==> config.mk <==
export PLATFORM = sky130hd
export DESIGN_NAME = fplc_ctrl
export DESIGN_NICKNAME = d
export VERILOG_FILES = /design/src/hdl/fplc_pkg.sv /design/src/hdl/fplc_ctrl.sv
export VERILOG_INCLUDE_DIRS = /design/src /design/src/hdl
export SDC_FILE = /design/constraint.sdc
export NUM_CORES = 1
export LEC_CHECK = 0
export BUFFER_PORTS_ARGS = -buffer_cell sky130_fd_sc_hd__buf_2
export CAP_MARGIN = 15
export CELL_PAD_IN_SITES_DETAIL_PLACEMENT = 1
export CELL_PAD_IN_SITES_GLOBAL_PLACEMENT = 2
export CORE_ASPECT_RATIO = 0.75
export CORE_MARGIN = 5
export CORE_UTILIZATION = 38
export CTS_CLUSTER_DIAMETER = 80
export DETAILED_ROUTE_END_ITERATION = 10
export PLACE_DENSITY = 0.87
export RECOVER_POWER = 25
export SYNTH_ARGS = -nofsm -noshare
export SYNTH_HDL_FRONTEND = slang
export SYNTH_SLANG_ARGS = --single-unit
==> constraint.sdc <==
create_clock -name mclk -period 4.1 [get_ports mclk]
set_input_delay 0.82 -clock mclk [delete_from_list [all_inputs] [get_ports mclk]]
set_output_delay 0.82 -clock mclk [all_outputs]
set_load 0.02 [all_outputs]
==> src/hdl/fplc_defs.svh <==
// register offsets, field positions, reset values and constants of the fuse controller
`ifndef FPLC_DEFS_SVH
`define FPLC_DEFS_SVH
`define FPLC_A_PGM_CTRL    16'h3d80
`define FPLC_A_LOAD_CTRL   16'h3d81
`define FPLC_A_PGM_PULSE   16'h3d82
`define FPLC_A_LOAD_PULSE  16'h3d83
`define FPLC_A_MODE_CTRL   16'h3d84
`define FPLC_A_BIST_CFG    16'h3d85
`define FPLC_A_BUF_TEST    16'h3d86
`define FPLC_A_PS2CS       16'h3d87
`define FPLC_A_START_H     16'h3d88
`define FPLC_A_START_L     16'h3d89
`define FPLC_A_END_H       16'h3d8a
`define FPLC_A_END_L       16'h3d8b
`define FPLC_A_FAIL_H      16'h3d8e
`define FPLC_A_FAIL_L      16'h3d8f
`define FPLC_A_BASE_H      16'h3d90
`define FPLC_A_BASE_L      16'h3d91
`define FPLC_A_PGEN_TIME   16'h3d92
`define FPLC_A_GAP_PGM     16'h3d94
`define FPLC_A_GAP_LOAD    16'h3d95
`define FPLC_RST_PGM_PULSE 8'h65
`define FPLC_RST_LOAD_PULSE 8'h06
`define FPLC_RST_MODE      8'h00
`define FPLC_RST_BIST_CFG  8'h1b
`define FPLC_RST_BUF_TEST  8'h0f
`define FPLC_RST_PS2CS     8'h0a
`define FPLC_RST_ADDR      8'h00
`define FPLC_RST_PGEN_TIME 8'he2
`define FPLC_RST_GAP_PGM   8'h12
`define FPLC_RST_GAP_LOAD  8'h06
`define FPLC_B_BUSY        7
`define FPLC_B_BIST_ERR    5
`define FPLC_B_BIST_DONE   4
`define FPLC_B_BIST_CLR    2
`define FPLC_B_AUTOLOAD    1
`define FPLC_B_START       0
`define FPLC_B_PGM_DIS     7
`define FPLC_B_MANUAL      6
`define FPLC_B_BANK        0
`define FPLC_B_DEBUG       7
`define FPLC_B_BIST_CMP    6
`define FPLC_B_BIST_MODE   5
`define FPLC_B_BIST_EN     4
`define FPLC_B_BUF_TM      4
`define FPLC_PGM_UNIT_SH   3
`define FPLC_ONE16         16'h0001
`define FPLC_ZERO16        16'h0000
`define FPLC_AUTO_LAST     16'h007f
`define FPLC_F_PGEN_END    7:4
`define FPLC_F_PGEN_START  3:0
`endif

==> src/hdl/fplc_pkg.sv <==
// types shared by the fuse program and load controller
`default_nettype none
package fplc_pkg;
  typedef enum logic [2:0] {
    FPLC_IDLE  = 3'b000,
    FPLC_PWR   = 3'b001,
    FPLC_PGEN  = 3'b010,
    FPLC_STRB  = 3'b011,
    FPLC_GAP   = 3'b100,
    FPLC_CLOSE = 3'b101
  } fplc_state_e;

  typedef struct packed {
    logic        power_select;
    logic        chip_select_n;
    logic        prog_enable_n;
    logic        strobe;
    logic        write_mode;
    logic        bank_switch;
    logic [15:0] addr;
    logic [7:0]  wdata;
  } fplc_mem_s;

  typedef struct packed {
    logic       test_enable;
    logic [2:0] read_margin;
  } fplc_buf_s;
endpackage : fplc_pkg
`default_nettype wire

==> src/hdl/fplc_ctrl.sv <==
// fuse memory program, load and self-test controller with its register file
// Summary of operation
// RQ1: program control reads write-busy at bit 7; writing bit 0 starts programming.
// RQ2: load control reads read-busy at bit 7; bit 0 starts load, bit 1 autoload.
// RQ3: load control reads self-test error/done at bits 5/4; bit 2 clears them.
// RQ4: programming strobe width is register value times eight clocks, reset 0x65.
// RQ5: loading strobe width is register value in clocks, reset 0x06.
// RQ6: mode bit 7 set refuses programming.
// RQ7: mode bit 6 picks auto (0) or manual (1) address range.
// RQ8: mode bit 0 is bank/buffer switch; bits 5..1 reserved.
// RQ9: manual start address from high and low bytes, reset zero.
// RQ10: manual end address from high and low bytes, reset zero.
// RQ11: failing self-test address is captured and readable as two bytes.
// RQ12: self-test config bits 4..7: enable, mode, compare value, debug; reset 0x1b.
// RQ13: power select leads chip select by register value clocks, reset 0x0a.
// RQ14: program-enable timing holds end in 7..4 and start in 3..0, reset 0xe2.
// RQ15: programming inserts a configurable gap between strobes, reset 0x12.
// RQ16: loading inserts a configurable gap between strobes, reset 0x06.
// RQ17: buffer test register drives test enable bit 4 and read margin 2..0.
// RQ18: busy sets on command acceptance and clears after the last strobe ends.
// RQ19: software waits for both busy flags clear before new commands or timing changes.
`timescale 1ns/100ps
`include "fplc_defs.svh"
`default_nettype none
module fplc_ctrl
  import fplc_pkg::*;
#(
  parameter int ADDR_W = 16
) (
  input  wire logic        mclk,
  input  wire logic        sys_rst,
  input  wire logic        reg_wr,
  input  wire logic        reg_rd,
  input  wire logic [15:0] reg_addr,
  input  wire logic [7:0]  reg_wdata,
  output logic      [7:0]  reg_rdata,
  output fplc_mem_s        mem_o,
  input  wire logic [7:0]  mem_rdata,
  output fplc_buf_s        buf_o,
  output logic             buf_wr,
  output logic      [15:0] buf_addr,
  output logic      [7:0]  buf_wdata,
  input  wire logic [7:0]  buf_rdata,
  output logic             autoload_r
);

  logic [7:0]  pgm_pulse_r;
  logic [7:0]  load_pulse_r;
  logic [7:0]  mode_r;
  logic [7:0]  bist_cfg_r;
  logic [7:0]  buf_test_r;
  logic [7:0]  ps2cs_r;
  logic [7:0]  start_h_r;
  logic [7:0]  start_l_r;
  logic [7:0]  end_h_r;
  logic [7:0]  end_l_r;
  logic [7:0]  base_h_r;
  logic [7:0]  base_l_r;
  logic [7:0]  pgen_time_r;
  logic [7:0]  gap_pgm_r;
  logic [7:0]  gap_load_r;
  logic        wr_busy_r;
  logic        rd_busy_r;
  logic        bist_err_r;
  logic        bist_done_r;
  logic [15:0] fail_addr_r;
  fplc_state_e state_r;
  logic [15:0] cnt_r;
  logic [15:0] cur_r;
  logic [15:0] last_r;
  logic        is_pgm_r;
  logic        bist_run_r;
  logic        sample_r;

  logic wr_pgm;
  logic wr_load;
  logic start_pgm;
  logic start_load;
  logic idle;
  logic last_addr;
  logic [15:0] strobe_len;
  logic [15:0] gap_len;
  logic [15:0] range_first;
  logic [15:0] range_last;
  logic        bist_bit;
  logic        bist_fail;
  logic [15:0] pgen_lead;
  logic [15:0] pgen_tail;
  logic [15:0] fetch_addr;

  assign idle       = (state_r == FPLC_IDLE);
  assign wr_pgm     = reg_wr && (reg_addr == `FPLC_A_PGM_CTRL);
  assign wr_load    = reg_wr && (reg_addr == `FPLC_A_LOAD_CTRL);
  // programming refused while locked; both refused while another operation runs
  assign start_pgm  = wr_pgm && reg_wdata[`FPLC_B_START] && !mode_r[`FPLC_B_PGM_DIS] && idle; // RQ1 RQ6
  assign start_load = wr_load && reg_wdata[`FPLC_B_START] && idle && !start_pgm; // RQ2
  assign last_addr  = (cur_r == last_r);
  assign strobe_len = is_pgm_r ? {5'h00, pgm_pulse_r, 3'h0} : {8'h00, load_pulse_r}; // RQ4 RQ5
  assign gap_len    = is_pgm_r ? {8'h00, gap_pgm_r} : {8'h00, gap_load_r}; // RQ15 RQ16
  // manual mode uses the programmed range, auto mode addresses 0 through 0x7f
  assign range_first = mode_r[`FPLC_B_MANUAL] ? {start_h_r, start_l_r} : `FPLC_ZERO16; // RQ7 RQ9
  assign range_last  = mode_r[`FPLC_B_MANUAL] ? {end_h_r, end_l_r} : `FPLC_AUTO_LAST; // RQ7 RQ10
  // self-test: bit under test per compare value or mode select inverts per address
  assign bist_bit  = bist_cfg_r[`FPLC_B_BIST_CMP] ^ (bist_cfg_r[`FPLC_B_BIST_MODE] & cur_r[0]); // RQ12
  assign bist_fail = bist_run_r && sample_r && (mem_rdata != {8{bist_bit}});
  // program-enable lead before the first strobe, and a closing time after the last with program enable released
  assign pgen_lead  = {12'h000, pgen_time_r[`FPLC_F_PGEN_START]}; // RQ14
  assign pgen_tail  = {12'h000, pgen_time_r[`FPLC_F_PGEN_END]}; // RQ14
  // programming fetches buffer data one address ahead so it meets the next strobe
  assign fetch_addr = (is_pgm_r && state_r == FPLC_GAP && cnt_r <= `FPLC_ONE16) ?
                      cur_r + `FPLC_ONE16 : cur_r;

  // configuration registers
  always_ff @(posedge mclk) begin
    if (sys_rst) begin
      pgm_pulse_r  <= `FPLC_RST_PGM_PULSE; // RQ4
      load_pulse_r <= `FPLC_RST_LOAD_PULSE; // RQ5
      mode_r       <= `FPLC_RST_MODE;
      bist_cfg_r   <= `FPLC_RST_BIST_CFG; // RQ12
      buf_test_r   <= `FPLC_RST_BUF_TEST; // RQ17
      ps2cs_r      <= `FPLC_RST_PS2CS; // RQ13
      start_h_r    <= `FPLC_RST_ADDR; // RQ9
      start_l_r    <= `FPLC_RST_ADDR;
      end_h_r      <= `FPLC_RST_ADDR; // RQ10
      end_l_r      <= `FPLC_RST_ADDR;
      base_h_r     <= `FPLC_RST_ADDR;
      base_l_r     <= `FPLC_RST_ADDR;
      pgen_time_r  <= `FPLC_RST_PGEN_TIME; // RQ14
      gap_pgm_r    <= `FPLC_RST_GAP_PGM; // RQ15
      gap_load_r   <= `FPLC_RST_GAP_LOAD; // RQ16
    end else if (reg_wr) begin
      unique case (reg_addr)
        `FPLC_A_PGM_PULSE:  pgm_pulse_r  <= reg_wdata;
        `FPLC_A_LOAD_PULSE: load_pulse_r <= reg_wdata;
        // reserved mode bits stay zero
        `FPLC_A_MODE_CTRL:  mode_r <= {reg_wdata[`FPLC_B_PGM_DIS], reg_wdata[`FPLC_B_MANUAL], 5'h00,
                                       reg_wdata[`FPLC_B_BANK]}; // RQ6 RQ7 RQ8
        `FPLC_A_BIST_CFG:   bist_cfg_r   <= {reg_wdata[7:4], 4'h0};
        `FPLC_A_BUF_TEST:   buf_test_r   <= {3'h0, reg_wdata[`FPLC_B_BUF_TM], 1'b0, reg_wdata[2:0]};
        `FPLC_A_PS2CS:      ps2cs_r      <= reg_wdata;
        `FPLC_A_START_H:    start_h_r    <= reg_wdata;
        `FPLC_A_START_L:    start_l_r    <= reg_wdata;
        `FPLC_A_END_H:      end_h_r      <= reg_wdata;
        `FPLC_A_END_L:      end_l_r      <= reg_wdata;
        `FPLC_A_BASE_H:     base_h_r     <= reg_wdata;
        `FPLC_A_BASE_L:     base_l_r     <= reg_wdata;
        `FPLC_A_PGEN_TIME:  pgen_time_r  <= reg_wdata;
        `FPLC_A_GAP_PGM:    gap_pgm_r    <= reg_wdata;
        `FPLC_A_GAP_LOAD:   gap_load_r   <= reg_wdata;
        default: ;
      endcase
    end
  end

  // register read mux, one cycle latency
  always_ff @(posedge mclk) begin
    if (sys_rst) begin
      reg_rdata <= 8'h00;
    end else if (reg_rd) begin
      unique case (reg_addr)
        `FPLC_A_PGM_CTRL:   reg_rdata <= {wr_busy_r, 7'h00}; // RQ1
        `FPLC_A_LOAD_CTRL:  reg_rdata <= {rd_busy_r, 1'b0, bist_err_r, bist_done_r, 4'h0}; // RQ2 RQ3
        `FPLC_A_PGM_PULSE:  reg_rdata <= pgm_pulse_r;
        `FPLC_A_LOAD_PULSE: reg_rdata <= load_pulse_r;
        `FPLC_A_MODE_CTRL:  reg_rdata <= mode_r;
        `FPLC_A_BIST_CFG:   reg_rdata <= bist_cfg_r;
        `FPLC_A_BUF_TEST:   reg_rdata <= buf_test_r;
        `FPLC_A_PS2CS:      reg_rdata <= ps2cs_r;
        `FPLC_A_START_H:    reg_rdata <= start_h_r;
        `FPLC_A_START_L:    reg_rdata <= start_l_r;
        `FPLC_A_END_H:      reg_rdata <= end_h_r;
        `FPLC_A_END_L:      reg_rdata <= end_l_r;
        `FPLC_A_FAIL_H:     reg_rdata <= fail_addr_r[15:8]; // RQ11
        `FPLC_A_FAIL_L:     reg_rdata <= fail_addr_r[7:0];
        `FPLC_A_BASE_H:     reg_rdata <= base_h_r;
        `FPLC_A_BASE_L:     reg_rdata <= base_l_r;
        `FPLC_A_PGEN_TIME:  reg_rdata <= pgen_time_r;
        `FPLC_A_GAP_PGM:    reg_rdata <= gap_pgm_r;
        `FPLC_A_GAP_LOAD:   reg_rdata <= gap_load_r;
        default:            reg_rdata <= 8'h00;
      endcase
    end
  end

  // autoload selector captured with each load command
  always_ff @(posedge mclk) begin
    if (sys_rst) begin
      autoload_r <= 1'b0;
    end else if (start_load) begin
      autoload_r <= reg_wdata[`FPLC_B_AUTOLOAD]; // RQ2
    end
  end

  // access sequencer: power, program-enable setup, strobe, gap, close
  always_ff @(posedge mclk) begin
    if (sys_rst) begin
      state_r    <= FPLC_IDLE;
      cnt_r      <= `FPLC_ZERO16;
      cur_r      <= `FPLC_ZERO16;
      last_r     <= `FPLC_ZERO16;
      is_pgm_r   <= 1'b0;
      bist_run_r <= 1'b0;
    end else begin
      unique case (state_r)
        FPLC_IDLE: begin
          if (start_pgm || start_load) begin
            state_r    <= FPLC_PWR;
            cnt_r      <= {8'h00, ps2cs_r}; // RQ13
            cur_r      <= range_first;
            last_r     <= range_last;
            is_pgm_r   <= start_pgm;
            bist_run_r <= start_load && bist_cfg_r[`FPLC_B_BIST_EN]; // RQ12
          end
        end
        FPLC_PWR: begin
          if (cnt_r <= `FPLC_ONE16) begin
            state_r <= is_pgm_r ? FPLC_PGEN : FPLC_STRB;
            cnt_r   <= is_pgm_r ? pgen_lead : strobe_len; // RQ14
          end else begin
            cnt_r <= cnt_r - `FPLC_ONE16; // RQ13
          end
        end
        FPLC_PGEN: begin
          if (cnt_r <= `FPLC_ONE16) begin
            state_r <= FPLC_STRB;
            cnt_r   <= strobe_len;
          end else begin
            cnt_r <= cnt_r - `FPLC_ONE16;
          end
        end
        FPLC_STRB: begin
          if (cnt_r <= `FPLC_ONE16) begin
            state_r <= last_addr ? FPLC_CLOSE : FPLC_GAP;
            cnt_r   <= last_addr ? (is_pgm_r ? pgen_tail : `FPLC_ONE16) : gap_len; // RQ14
          end else begin
            cnt_r <= cnt_r - `FPLC_ONE16; // RQ4 RQ5
          end
        end
        FPLC_GAP: begin
          if (cnt_r <= `FPLC_ONE16) begin
            state_r <= FPLC_STRB;
            cnt_r   <= strobe_len;
            cur_r   <= cur_r + `FPLC_ONE16;
          end else begin
            cnt_r <= cnt_r - `FPLC_ONE16; // RQ15 RQ16
          end
        end
        FPLC_CLOSE: begin
          if (cnt_r <= `FPLC_ONE16) begin
            state_r <= FPLC_IDLE;
          end else begin
            cnt_r <= cnt_r - `FPLC_ONE16;
          end
        end
        default: state_r <= FPLC_IDLE;
      endcase
    end
  end

  // busy flags span command acceptance to end of the last strobe and closing time
  always_ff @(posedge mclk) begin
    if (sys_rst) begin
      wr_busy_r <= 1'b0;
      rd_busy_r <= 1'b0;
    end else begin
      if (start_pgm) begin
        wr_busy_r <= 1'b1; // RQ18
      end else if (state_r == FPLC_CLOSE && cnt_r <= `FPLC_ONE16) begin
        wr_busy_r <= 1'b0;
      end
      if (start_load) begin
        rd_busy_r <= 1'b1; // RQ18
      end else if (state_r == FPLC_CLOSE && cnt_r <= `FPLC_ONE16) begin
        rd_busy_r <= 1'b0;
      end
    end
  end

  // read data sampled on the last cycle of each load strobe
  always_ff @(posedge mclk) begin
    if (sys_rst) begin
      sample_r <= 1'b0;
    end else begin
      sample_r <= !is_pgm_r && (state_r == FPLC_STRB) && (cnt_r <= `FPLC_ONE16);
    end
  end

  // self-test result: a failure in the same cycle as a clear wins
  always_ff @(posedge mclk) begin
    if (sys_rst) begin
      bist_err_r  <= 1'b0;
      bist_done_r <= 1'b0;
      fail_addr_r <= `FPLC_ZERO16;
    end else begin
      // only the first failing address is kept
      if (bist_fail) begin
        bist_err_r <= 1'b1;
        if (!bist_err_r) begin
          fail_addr_r <= cur_r; // RQ11
        end
      end else if (wr_load && reg_wdata[`FPLC_B_BIST_CLR]) begin
        bist_err_r  <= 1'b0; // RQ3
      end
      if (bist_run_r && state_r == FPLC_CLOSE && cnt_r <= `FPLC_ONE16) begin
        bist_done_r <= 1'b1;
      end else if (wr_load && reg_wdata[`FPLC_B_BIST_CLR]) begin
        bist_done_r <= 1'b0; // RQ3
      end
    end
  end

  // memory pins and buffer path
  always_ff @(posedge mclk) begin
    if (sys_rst) begin
      // select and program enable rest inactive through reset
      mem_o     <= '{chip_select_n: 1'b1, prog_enable_n: 1'b1, default: '0};
      buf_o     <= '0;
      buf_wr    <= 1'b0;
      buf_addr  <= `FPLC_ZERO16;
      buf_wdata <= 8'h00;
    end else begin
      mem_o.power_select  <= (state_r != FPLC_IDLE); // RQ13
      mem_o.chip_select_n <= (state_r == FPLC_IDLE) || (state_r == FPLC_PWR);
      mem_o.prog_enable_n <= !(is_pgm_r && (state_r == FPLC_PGEN || state_r == FPLC_STRB ||
                               state_r == FPLC_GAP)); // RQ14
      mem_o.strobe        <= (state_r == FPLC_STRB);
      mem_o.write_mode    <= is_pgm_r;
      mem_o.bank_switch   <= mode_r[`FPLC_B_BANK]; // RQ8
      mem_o.addr          <= cur_r + {base_h_r, base_l_r};
      mem_o.wdata         <= buf_rdata;
      buf_o.test_enable   <= buf_test_r[`FPLC_B_BUF_TM]; // RQ17
      buf_o.read_margin   <= buf_test_r[2:0]; // RQ17
      buf_wr              <= sample_r && !bist_run_r;
      buf_addr            <= fetch_addr;
      buf_wdata           <= mem_rdata;
    end
  end

endmodule // fplc_ctrl
`default_nettype wire

==> flow_metrics.tcl, run 1 <==
set metrics [dict create \
    status "finished with violations" \
    violations "capacitance limit, slew limit" \
    path_max_fanout 14 \
    wire_per_inst_um 24.2 \
    skew_ns 0.0138 \
    syn_area_per_cell_um2 8.08 \
    grtUsageMet2_pct 40.3 \
    grt_util_all_layers_pct 26.8 \
    hold_start "last_r[14]" \
    routabilityCongestion 0.941 \
    clock-sinks 251 \
    final_nets 1638 \
    slew_violations 173 \
    synthFlopType "dfxtp_1" \
    required_ns 4.46 \
    rows 56 \
    fin_crit_ns 3.57 \
    start_kind "flop" \
    fp.dieH_um 164 \
    cap_violations 2 \
    ant_nets 0 \
    reg2reg_depth 10 \
    clockBufferDepth 3 \
    async_flop_share_pct 0 \
    antenna_found_initial 1 \
    drive_above_1_share_pct 10.0 \
    max_stage_delay_ns 1.03 \
    cts_setup_buffers 0 \
    synth_area_um2 12000 \
    hpwlAfterDp_um 35500 \
    seq_area_frac_synth_pct 41.8 \
    grtUsageMet1_pct 39.9 \
    end_kind "flop" \
    drc 0 \
    relSlewSlack_pct -37.9 \
    cp_common_cell "buf_4" \
    io_pins 112 \
    dieArea_um2 35300 \
    hold_class "reg -> reg" \
    reg2reg_slack_ns 0.53 \
    reg2reg_to "cur_r[12]" \
    cts_resized 0 \
    overflow 0 \
    fin_area_um2 13900 \
    rsz0062_at_grt "false" \
    critPathSlowestCell "a2111oi_0" \
    hold_depth 2 \
    num_vias 12000 \
    finalNonFillerCells 2003 \
    use_met3_pct 5.95 \
    p_per_area_nw_per_um2 506 \
    placedCellCount 1951 \
    crit_chain "clkbuf_1, nor3_2, buf_4, nand3_1, a2111oi_0, buf_4, a21o_1, o21ai_0, a22oi_1, nor2_1" \
    final_hold_viol_count 0 \
    post_drt_via_cell_ratio 6.00 \
    holdBufCountCts 0 \
    synth_warnings 0 \
    fin_setup_tns_ns 0 \
    vdd_ir_drop_max_mv 0.388 \
    synth_cells 1488 \
    syn_nets 1551 \
    final_core_util_pct 44.5 \
    numCtsBuffers 28 \
    n_antenna_cell 0 \
    drt_iter0_markers 1367 \
    synth-seq-cells 251 \
    min_to "last_r[14]" \
    setup_slack_ns 0.527 \
    place_ws_ns 0.343 \
    critPathKind "reg -> reg" \
    htree_levels 1 \
    routed_wl_um 48500 \
    start_util_pct 38.5 \
    grt_pass1_vias 11700 \
    clkSlewWorstSetupHoldPaths_ns 0.06 \
    ys_types 72 \
    grt_pass1_wl_um 73800 \
    clk-insertion-delay-late_ns 0.56 \
    cts-root-buf "clkbuf_16" \
    area.growth.synth_to_final_pct 15.7 \
    coreArea_um2 31300 \
    tritoncts "built" \
    first_pass_iters 6 \
    top_usage_layer "met2" \
    worst_pin_slew_ns 2.07 \
    arrival_ns 3.94 \
    synth_edf_count 0 \
    die_x_um 215 \
    grt_max_degree 92 \
    placed_area_um2 13100 \
    reg2reg_from "state_r[2]" \
    port_buffers 111 \
    setup_viol 0 \
    timing.final.crit_share_pct 87.1 \
    max_freq_mhz 280 \
    leakage_nw 4.98 \
]
worst max-delay path by stage:
stage / cells past startpoint / startpoint / endpoint
2_1_floorplan: 7 / reg_addr[15] / last_r[13]
3_3_place_gp: 9 / reg_addr[15] / cur_r[14]
3_5_place_dp: 9 / reg_addr[15] / cur_r[14]
4_1_cts: 8 / cnt_r[0] / buf_addr[8]
5_1_grt: 10 / state_r[2] / cur_r[14]
6_report: 10 / state_r[2] / cur_r[12]
cell usage in the layout (no fill, tap or decap), drive strengths merged, types with 12 or more instances in the layout:
cell type	count
xor2	13
a211o	13
a21o	12
buf	88
a21oi	146
o21ai	53
and3	16
nor3	37
nor2	140
mux2i	47
nand3	67
nand3b	15
clkbuf	114
a22oi	36
a22o	15
dfxtp	251
nand2	236
ha	18
nor2b	39
xnor2	31
nor3b	12
or3	18
nor4	20
inv	17
synthesized netlist by cell type, types with 5 or more instances:
cell type | count | area [um^2]
mux2i_1 | 47 | 470
clkbuf_1 | 89 | 334
a31oi_1 | 10 | 62.6
nor2_1 | 140 | 526
nand2b_1 | 7 | 43.8
a222oi_1 | 6 | 60.1
xor2_1 | 13 | 114
a22o_1 | 15 | 131
nand2_1 | 236 | 886
ha_1 | 18 | 225
dfxtp_1 | 251 | 5020
a32oi_1 | 5 | 43.8
a211o_1 | 13 | 114
and2_1 | 5 | 31.3
a221oi_1 | 9 | 78.8
nand3b_1 | 15 | 113
nor4_1 | 19 | 119
mux2_2 | 7 | 78.8
inv_1 | 17 | 63.8
o21ai_0 | 47 | 235
xnor2_1 | 31 | 272
o31ai_1 | 9 | 67.6
buf_1 | 6 | 22.5
o21ai_1 | 5 | 25.0
nand3_1 | 67 | 335
a21oi_1 | 146 | 731
o21a_1 | 5 | 37.5
or3_1 | 18 | 113
and3_1 | 16 | 100
nor3b_1 | 12 | 90.1
a21o_1 | 12 | 90.1
nand4_1 | 11 | 68.8
nor2b_1 | 39 | 244
nor3_1 | 36 | 180
buf_2 | 7 | 35.0
a211oi_1 | 8 | 60.1
or4_1 | 5 | 37.5
a22oi_1 | 35 | 263
critical path: cells and delay by family, from the launching register on:
kind | cells | cell delay [ns]
AND/OR/NAND/NOR | 3 | 0.53
AO/OA/AOI/OAI | 4 | 1.61
flip-flops | 1 | 0.37
buffers and inverters | 3 | 0.86
flip-flops by register name, summed over array words and instances, names as in the netlist, 16 cells and up:
signal       cells
fail_addr_r     16
cur_r           16
buf_addr        16
cnt_r           16
mem_o           30
last_r          16
stage by stage:
step	total power, mW	hold WS, ns
2_1_floorplan	3.84	0.427
3_3_place_gp	4.42	0.435
3_5_place_dp	4.46	0.450
4_1_cts	7.03	0.456
5_1_grt	7.31	0.465
6_report	7.04	0.471
power breakdown:
part | switching, mW | total (mW) | internal [mW]
clock network | 1.07 | 2.56 | 1.49
logic | 1.37 | 1.92 | 0.553
registers | 0.0538 | 2.55 | 2.50
metal layers:
metal  up-vias  routed length (um)
met3        66                5060
li1       5460                   -
met5         -                   0
met2       552               20200
met4         0                 960
met1      5949               22300
layout make-up:
| type | count | area, um^2 |
|---|---|---|
| inverter | 19 | 71.3 |
| tap | 406 | 508 |
| fill | 3786 | 17300 |
| clock buffer | 42 | 813 |
| multi-input combinational | 1115 | 6560 |
| timing repair buffer | 160 | 830 |
| clock inverter | 10 | 111 |
| sequential | 251 | 5020 |
kinds of logic (layout without fill, tap and decap cells):
kind of cell	after synthesis	in the layout	synth area share, %
AOI/OAI and AO/OA	354	354	19.0
xor gates and xnor gates	44	44	3.21
adders and majority gates	19	19	2.04
buffers and inverters	122	231	3.95
DFF	251	251	41.8
muxes	55	55	4.76
and+or+nand+nor	643	643	25.3
Power figures use the tool's default switching activity.
==> run 2, diff against run 1 <==
==> constraint.sdc (replaced) <==
create_clock -name mclk -period 4.2 [get_ports mclk]
set_input_delay 0.84 -clock mclk [delete_from_list [all_inputs] [get_ports mclk]]
set_output_delay 0.84 -clock mclk [all_outputs]
set_load 0.02 [all_outputs]
==> flow_metrics.tcl, run 2 (synthesis gave the netlist of run 1 again) <==
set metrics [dict create \
    status "finished, final reports clean" \
    tritoncts "built" \
    place_ws_ns 0.553 \
    clock-sinks 251 \
    largest_reg_flops 30 \
    hold_start "buf_rdata[4]" \
    timing.final.crit_share_pct 79.6 \
    grt_pass1_vias 11800 \
    relSlewSlack_pct 3.51 \
    clk-insertion-delay-late_ns 0.60 \
    skew_ns 0.0417 \
    coreArea_um2 31300 \
    drt_iter0_markers 1417 \
    die_x_um 215 \
    clkSlewWorstSetupHoldPaths_ns 0.06 \
    htree_levels 1 \
    routabilityCongestion 0.954 \
    vdd_ir_drop_max_mv 0.372 \
    antenna_found_initial 0 \
    rows 56 \
    reg2reg_slack_ns 0.86 \
    leakage_nw 5.05 \
    max_freq_mhz 299 \
    finalPower_mw 6.90 \
    p_per_area_nw_per_um2 495 \
    start_kind "flop" \
    cts_setup_buffers 0 \
    final_nets 1634 \
    rsz0062_at_grt "false" \
    ant_nets 0 \
    min_to "mem_o[4]" \
    numCtsBuffers 28 \
    reg2reg_depth 10 \
    setup_slack_ns 0.858 \
    routed_wl_um 48300 \
    holdBufCountCts 0 \
    setup_viol 0 \
    clockBufferDepth 3 \
    hpwlAfterDp_um 35600 \
    critPathKind "reg -> reg" \
    grt_util_all_layers_pct 26.7 \
    grt_max_degree 71 \
    final_common_cell "dfxtp_1" \
    drc 0 \
    cp_common_cell "clkbuf_1" \
    cts-root-buf "clkbuf_16" \
    io_pins 112 \
    post_drt_via_cell_ratio 5.97 \
    fin_area_um2 13900 \
    overflow 0 \
    cts_resized 0 \
    hold_class "in -> reg" \
    top_register "mem_o" \
    cap_violations 0 \
    end_kind "flop" \
    required_ns 4.62 \
    path_max_fanout 13 \
    fin_crit_ns 3.34 \
    area.growth.synth_to_final_pct 16.1 \
    wire_per_inst_um 24.2 \
    max_stage_delay_ns 0.65 \
    multiInputGateArea_um2 6560 \
    final-seq-area_um2 5020 \
    reg2reg_to "cur_r[12]" \
    fp.dieH_um 164 \
    crit_chain "clkbuf_1, nor3_2, clkbuf_1, nand3_1, a2111oi_0, buf_4, a21o_1, o21ai_0, a22oi_1, nor2_1" \
    n_fill_cell 3818 \
    first_pass_iters 5 \
    reg2reg_from "state_r[2]" \
    num_vias 11900 \
    critPathSlowestCell "a2111oi_0" \
    drive_above_1_share_pct 11.0 \
    fin_setup_tns_ns 0 \
    final_hold_viol_count 0 \
    hold_depth 2 \
    port_buffers 111 \
    dieArea_um2 35300 \
    placed_area_um2 13100 \
    layout_common_cells "dfxtp_1, nand2_1, a21oi_1, nor2_1, nand3_1" \
    worst_pin_slew_ns 1.45 \
    slew_violations 0 \
    crit_path_start "state_r[2]" \
    grt_pass1_wl_um 73300 \
    arrival_ns 3.76 \
    start_util_pct 38.5 \
]
## run 2: cell types whose count changed in the layout (fill, tap and decap cells not counted), sizes merged
cell,previous run,this run
bufinv,2,3
diode,0,1
clkinv,10,8
buf,88,105
clkbuf,114,92
## run 2: cell type report
class	count	share of cell area, %
multi-input cells	1115	47.0
flip-flops and latches	251	36.0
repair buffers	156	5.95
clock buffers	41	5.80
well taps	406	3.64
clock inverters	9	1.07
inverters	19	0.511
diodes	1	0.0179
## run 2: power breakdown
part	internal, mW	switching [mW]
Sequential	2.44	0.0524
Clock	1.52	1.07
Combinational	0.528	1.29
Total	4.49	2.42
## run 2: worst max-delay path: cells and delay by family, from the launching register on
family | cells | cell delay, ns
AO/OA/AOI/OAI | 4 | 1.24
buffers and inverters | 3 | 0.99
flip-flops | 1 | 0.38
AND/OR/NAND/NOR | 3 | 0.54
## run 2: worst max path at each step
| stage | depth (start not counted) | end | slack [ns] |
|---|---|---|---|
| 6_report | 10 | cur_r[12] | 0.86 |
| 5_1_grt | 10 | cur_r[12] | 0.71 |
| 4_1_cts | 9 | mem_o[22] | 1.13 |
| 3_5_place_dp | 9 | cur_r[14] | 0.55 |
| 3_3_place_gp | 9 | cur_r[14] | 0.68 |
| 2_1_floorplan | 7 | last_r[13] | 1.45 |
## run 2: layer usage
metal  wire (um)  GRT usage (%)
met1       22400           39.0
met4        1050           5.67
met5           0              0
met2       20000           39.2
met3        4960           7.76
## run 2: through the flow
stage	utilization (%)	hold WS, ns	std cells
floorplan	-	0.427	1488
finish	44.6	0.456	1998
detailed placement	41.8	0.465	1947
CTS	44.9	0.443	1997
global route	44.6	0.450	1997
global placement	41.8	0.446	1947
==> run 3, diff against run 2 <==
--- a/config.mk
+++ b/config.mk
@@ -6,16 +6,17 @@
 export SDC_FILE = /design/constraint.sdc
 export NUM_CORES = 1
 export LEC_CHECK = 0
+export ABC_AREA = 1
 export BUFFER_PORTS_ARGS = -buffer_cell sky130_fd_sc_hd__buf_2
 export CAP_MARGIN = 15
 export CELL_PAD_IN_SITES_DETAIL_PLACEMENT = 1
 export CELL_PAD_IN_SITES_GLOBAL_PLACEMENT = 2
 export CORE_ASPECT_RATIO = 0.75
 export CORE_MARGIN = 5
-export CORE_UTILIZATION = 38
+export CORE_UTILIZATION = 31
 export CTS_CLUSTER_DIAMETER = 80
 export DETAILED_ROUTE_END_ITERATION = 10
-export PLACE_DENSITY = 0.87
+export PLACE_DENSITY = 0.8
 export RECOVER_POWER = 25
 export SYNTH_ARGS = -nofsm -noshare
 export SYNTH_HDL_FRONTEND = slang
==> constraint.sdc (replaced) <==
create_clock -name mclk -period 2.7 [get_ports mclk]
set_input_delay 0.54 -clock mclk [delete_from_list [all_inputs] [get_ports mclk]]
set_output_delay 0.54 -clock mclk [all_outputs]
set_load 0.02 [all_outputs]
==> flow_metrics.tcl, run 3 <==
set metrics [dict create \
    status "finished with violations" \
    violations "capacitance limit, slew limit" \
    setup_slack_ns 0.153 \
    p_per_area_nw_per_um2 725 \
    tritoncts "built" \
    seq_area_frac_synth_pct 39.5 \
    ant_nets 0 \
    rows 64 \
    fin_setup_tns_ns 0 \
    coreArea_um2 40700 \
    reg2reg_to "mem_o[17]" \
    num_vias 13500 \
    io_pins 112 \
    start_util_pct 31.3 \
    clock-sinks 251 \
    grt_util_all_layers_pct 24.0 \
    finalPower_mw 10.9 \
    routed_wl_um 55800 \
    syn_nets 1898 \
    synth_most_common_cell "nand2_1" \
    start_kind "flop" \
    critPathKind "reg -> reg" \
    dieArea_um2 45200 \
    synth_warnings 0 \
    layout_common_cells "nand2_1, dfxtp_1, inv_1, a21oi_1, nor2_1" \
    wire_per_inst_um 22.2 \
    first_pass_iters 5 \
    final_hold_viol_count 0 \
    overflow 0 \
    timing.final.crit_share_pct 94.3 \
    p_comb_share_pct 26.3 \
    synth_area_um2 12700 \
    fp.dieH_um 185 \
    reg2reg_from "cur_r[2]" \
    slew_violations 40 \
    leakage_nw 6.36 \
    top_register "mem_o" \
    cts_resized 0 \
    p_int_mw 7.07 \
    pwr-share-clk_pct 37.2 \
    netSwitchingPower_mw 3.83 \
    holdBufCountCts 0 \
    sw_frac_of_total_pct 35.1 \
    clockBufferDepth 3 \
    ys_types 47 \
    hold_start "buf_rdata[3]" \
    placed_area_um2 14100 \
    place_ws_ns 0.0267 \
    grt_max_degree 51 \
    end_kind "flop" \
    drc 0 \
    synth-seq-cells 251 \
    cap_violations 1 \
    grt_pass1_vias 13200 \
    finalNonFillerCells 2514 \
    reg2reg_slack_ns 0.15 \
    fin_crit_ns 2.55 \
    grt_pass1_wl_um 83200 \
    path_max_fanout 9 \
    area.growth.synth_to_final_pct 18.1 \
    yosysTopAreaCell "dfxtp_1" \
    cts-root-buf "clkbuf_16" \
    arrival_ns 3.00 \
    async_flop_share_pct 0 \
    worst_pin_slew_ns 2.14 \
    placedCellCount 2462 \
    rsz0062_at_grt "false" \
    antenna_found_initial 3 \
    hold_depth 3 \
    drive_above_1_share_pct 13.2 \
    required_ns 3.15 \
    setup_viol 0 \
    clkSlewWorstSetupHoldPaths_ns 0.06 \
    synth_edf_count 0 \
    reg2reg_depth 10 \
    drt_iter0_markers 1073 \
    post_drt_via_cell_ratio 5.38 \
    synth_common_cells "nand2_1, dfxtp_1, inv_1" \
    vdd_ir_drop_max_mv 0.522 \
    hold_class "in -> reg" \
    relSlewSlack_pct -42.4 \
    hpwlAfterDp_um 42700 \
    synth_top_area_share_pct 39.5 \
    final_common_cell "nand2_1" \
    cts_setup_buffers 0 \
    fin_area_um2 15000 \
    synth_cells 1835 \
    die_x_um 244 \
    synth_area_leaders "dfxtp_1, nand2_1, a21oi_1" \
    routabilityCongestion 0.949 \
    clk-insertion-delay-late_ns 0.57 \
    port_buffers 111 \
    synthFlopType "dfxtp_1" \
    htree_levels 1 \
    seqPwrFrac_pct 36.5 \
    final_nets 2028 \
    syn_area_per_cell_um2 6.93 \
    numCtsBuffers 29 \
    skew_ns 0.0105 \
    holdWs_ns 0.175 \
    min_to "mem_o[3]" \
    largest_reg_flops 30 \
    final_core_util_pct 36.9 \
    max_freq_mhz 393 \
]
==> run 3: cell count changes after synthesis, moves of 36 or more <==
| cell | change |
|---|---|
| inv_1 | +177 |
| nand3_1 | +115 |
| o21ai_0 | +85 |
| nand2_1 | +80 |
| clkbuf_1 | -48 |
| mux2i_1 | -47 |
| nor2_1 | +44 |
| a21oi_1 | +41 |
| nor2b_1 | -39 |
| nand4_1 | +36 |
==> run 3: kinds of logic after synthesis <==
| family | synth area share, % |
|---|---|
| AO/OA/AOI/OAI | 19.4 |
| XOR/XNOR | 1.30 |
| adder cells (fa/ha/maj) | 1.93 |
| buffers and inverters | 9.53 |
| flip-flops | 39.5 |
| AND/OR/NAND/NOR | 28.3 |
==> run 3: power by group through the flow <==
stage | sequential, mW | clock, mW | combinational [mW]
2_1_floorplan | 4.05 | 0 | 1.81
3_3_place_gp | 4.05 | 0 | 2.79
3_5_place_dp | 4.05 | 0 | 2.81
4_1_cts | 3.97 | 4.13 | 2.83
5_1_grt | 3.99 | 4.31 | 3.16
6_report | 3.98 | 4.05 | 2.87
==> run 3: metal layers <==
| metal | track usage [%] | vias up | wire (um) | part of all wire, % |
|---|---|---|---|---|
| met2 | 35.1 | 481 | 22400 | 40 |
| met5 | 0 | - | 0 | 0 |
| met3 | 5.24 | 65 | 5110 | 9.2 |
| li1 | - | 6387 | - | - |
| met4 | 4.35 | 0 | 1050 | 1.9 |
| met1 | 36.5 | 6581 | 27300 | 49 |
==> run 3: worst max path at each step <==
| stage | startpoint | slack (ns) | end | cells past startpoint |
|---|---|---|---|---|
| after floorplan | reg_wdata[0] | 0.84 | last_r[7] | 9 |
| after global placement | reg_addr[15] | 0.008 | reg_rdata[6] | 12 |
| after detailed placement | reg_addr[15] | 0.03 | reg_rdata[6] | 12 |
| after CTS | cur_r[0] | 0.18 | mem_o[18] | 13 |
| after global routing | state_r[0] | 0.04 | cnt_r[1] | 12 |
| final | cur_r[2] | 0.15 | mem_o[17] | 10 |
==> run 3: layout make-up <==
cell class                      instances  area [um^2]
Sequential cell                       251         5030
Inverter                              220          827
Clock buffer                           45          906
Antenna cell                            2         5.00
Fill cell                            5182        25700
Clock inverter                          5         55.1
Tap cell                              528          661
Multi-Input combinational cell       1284         6480
Timing Repair Buffer                  179         1060
==> run 3: worst max-delay path: stages (launching register included) <==
cell and delay [ns]:
dfxtp_1 0.63, ha_1 0.29, nand3_1 0.09, nand2_1 0.16
inv_1 0.06, nor2_1 0.09, nor2_1 0.06, o21ai_0 0.57
a21oi_1 0.18, o21ai_0 0.21, a21oi_1 0.07
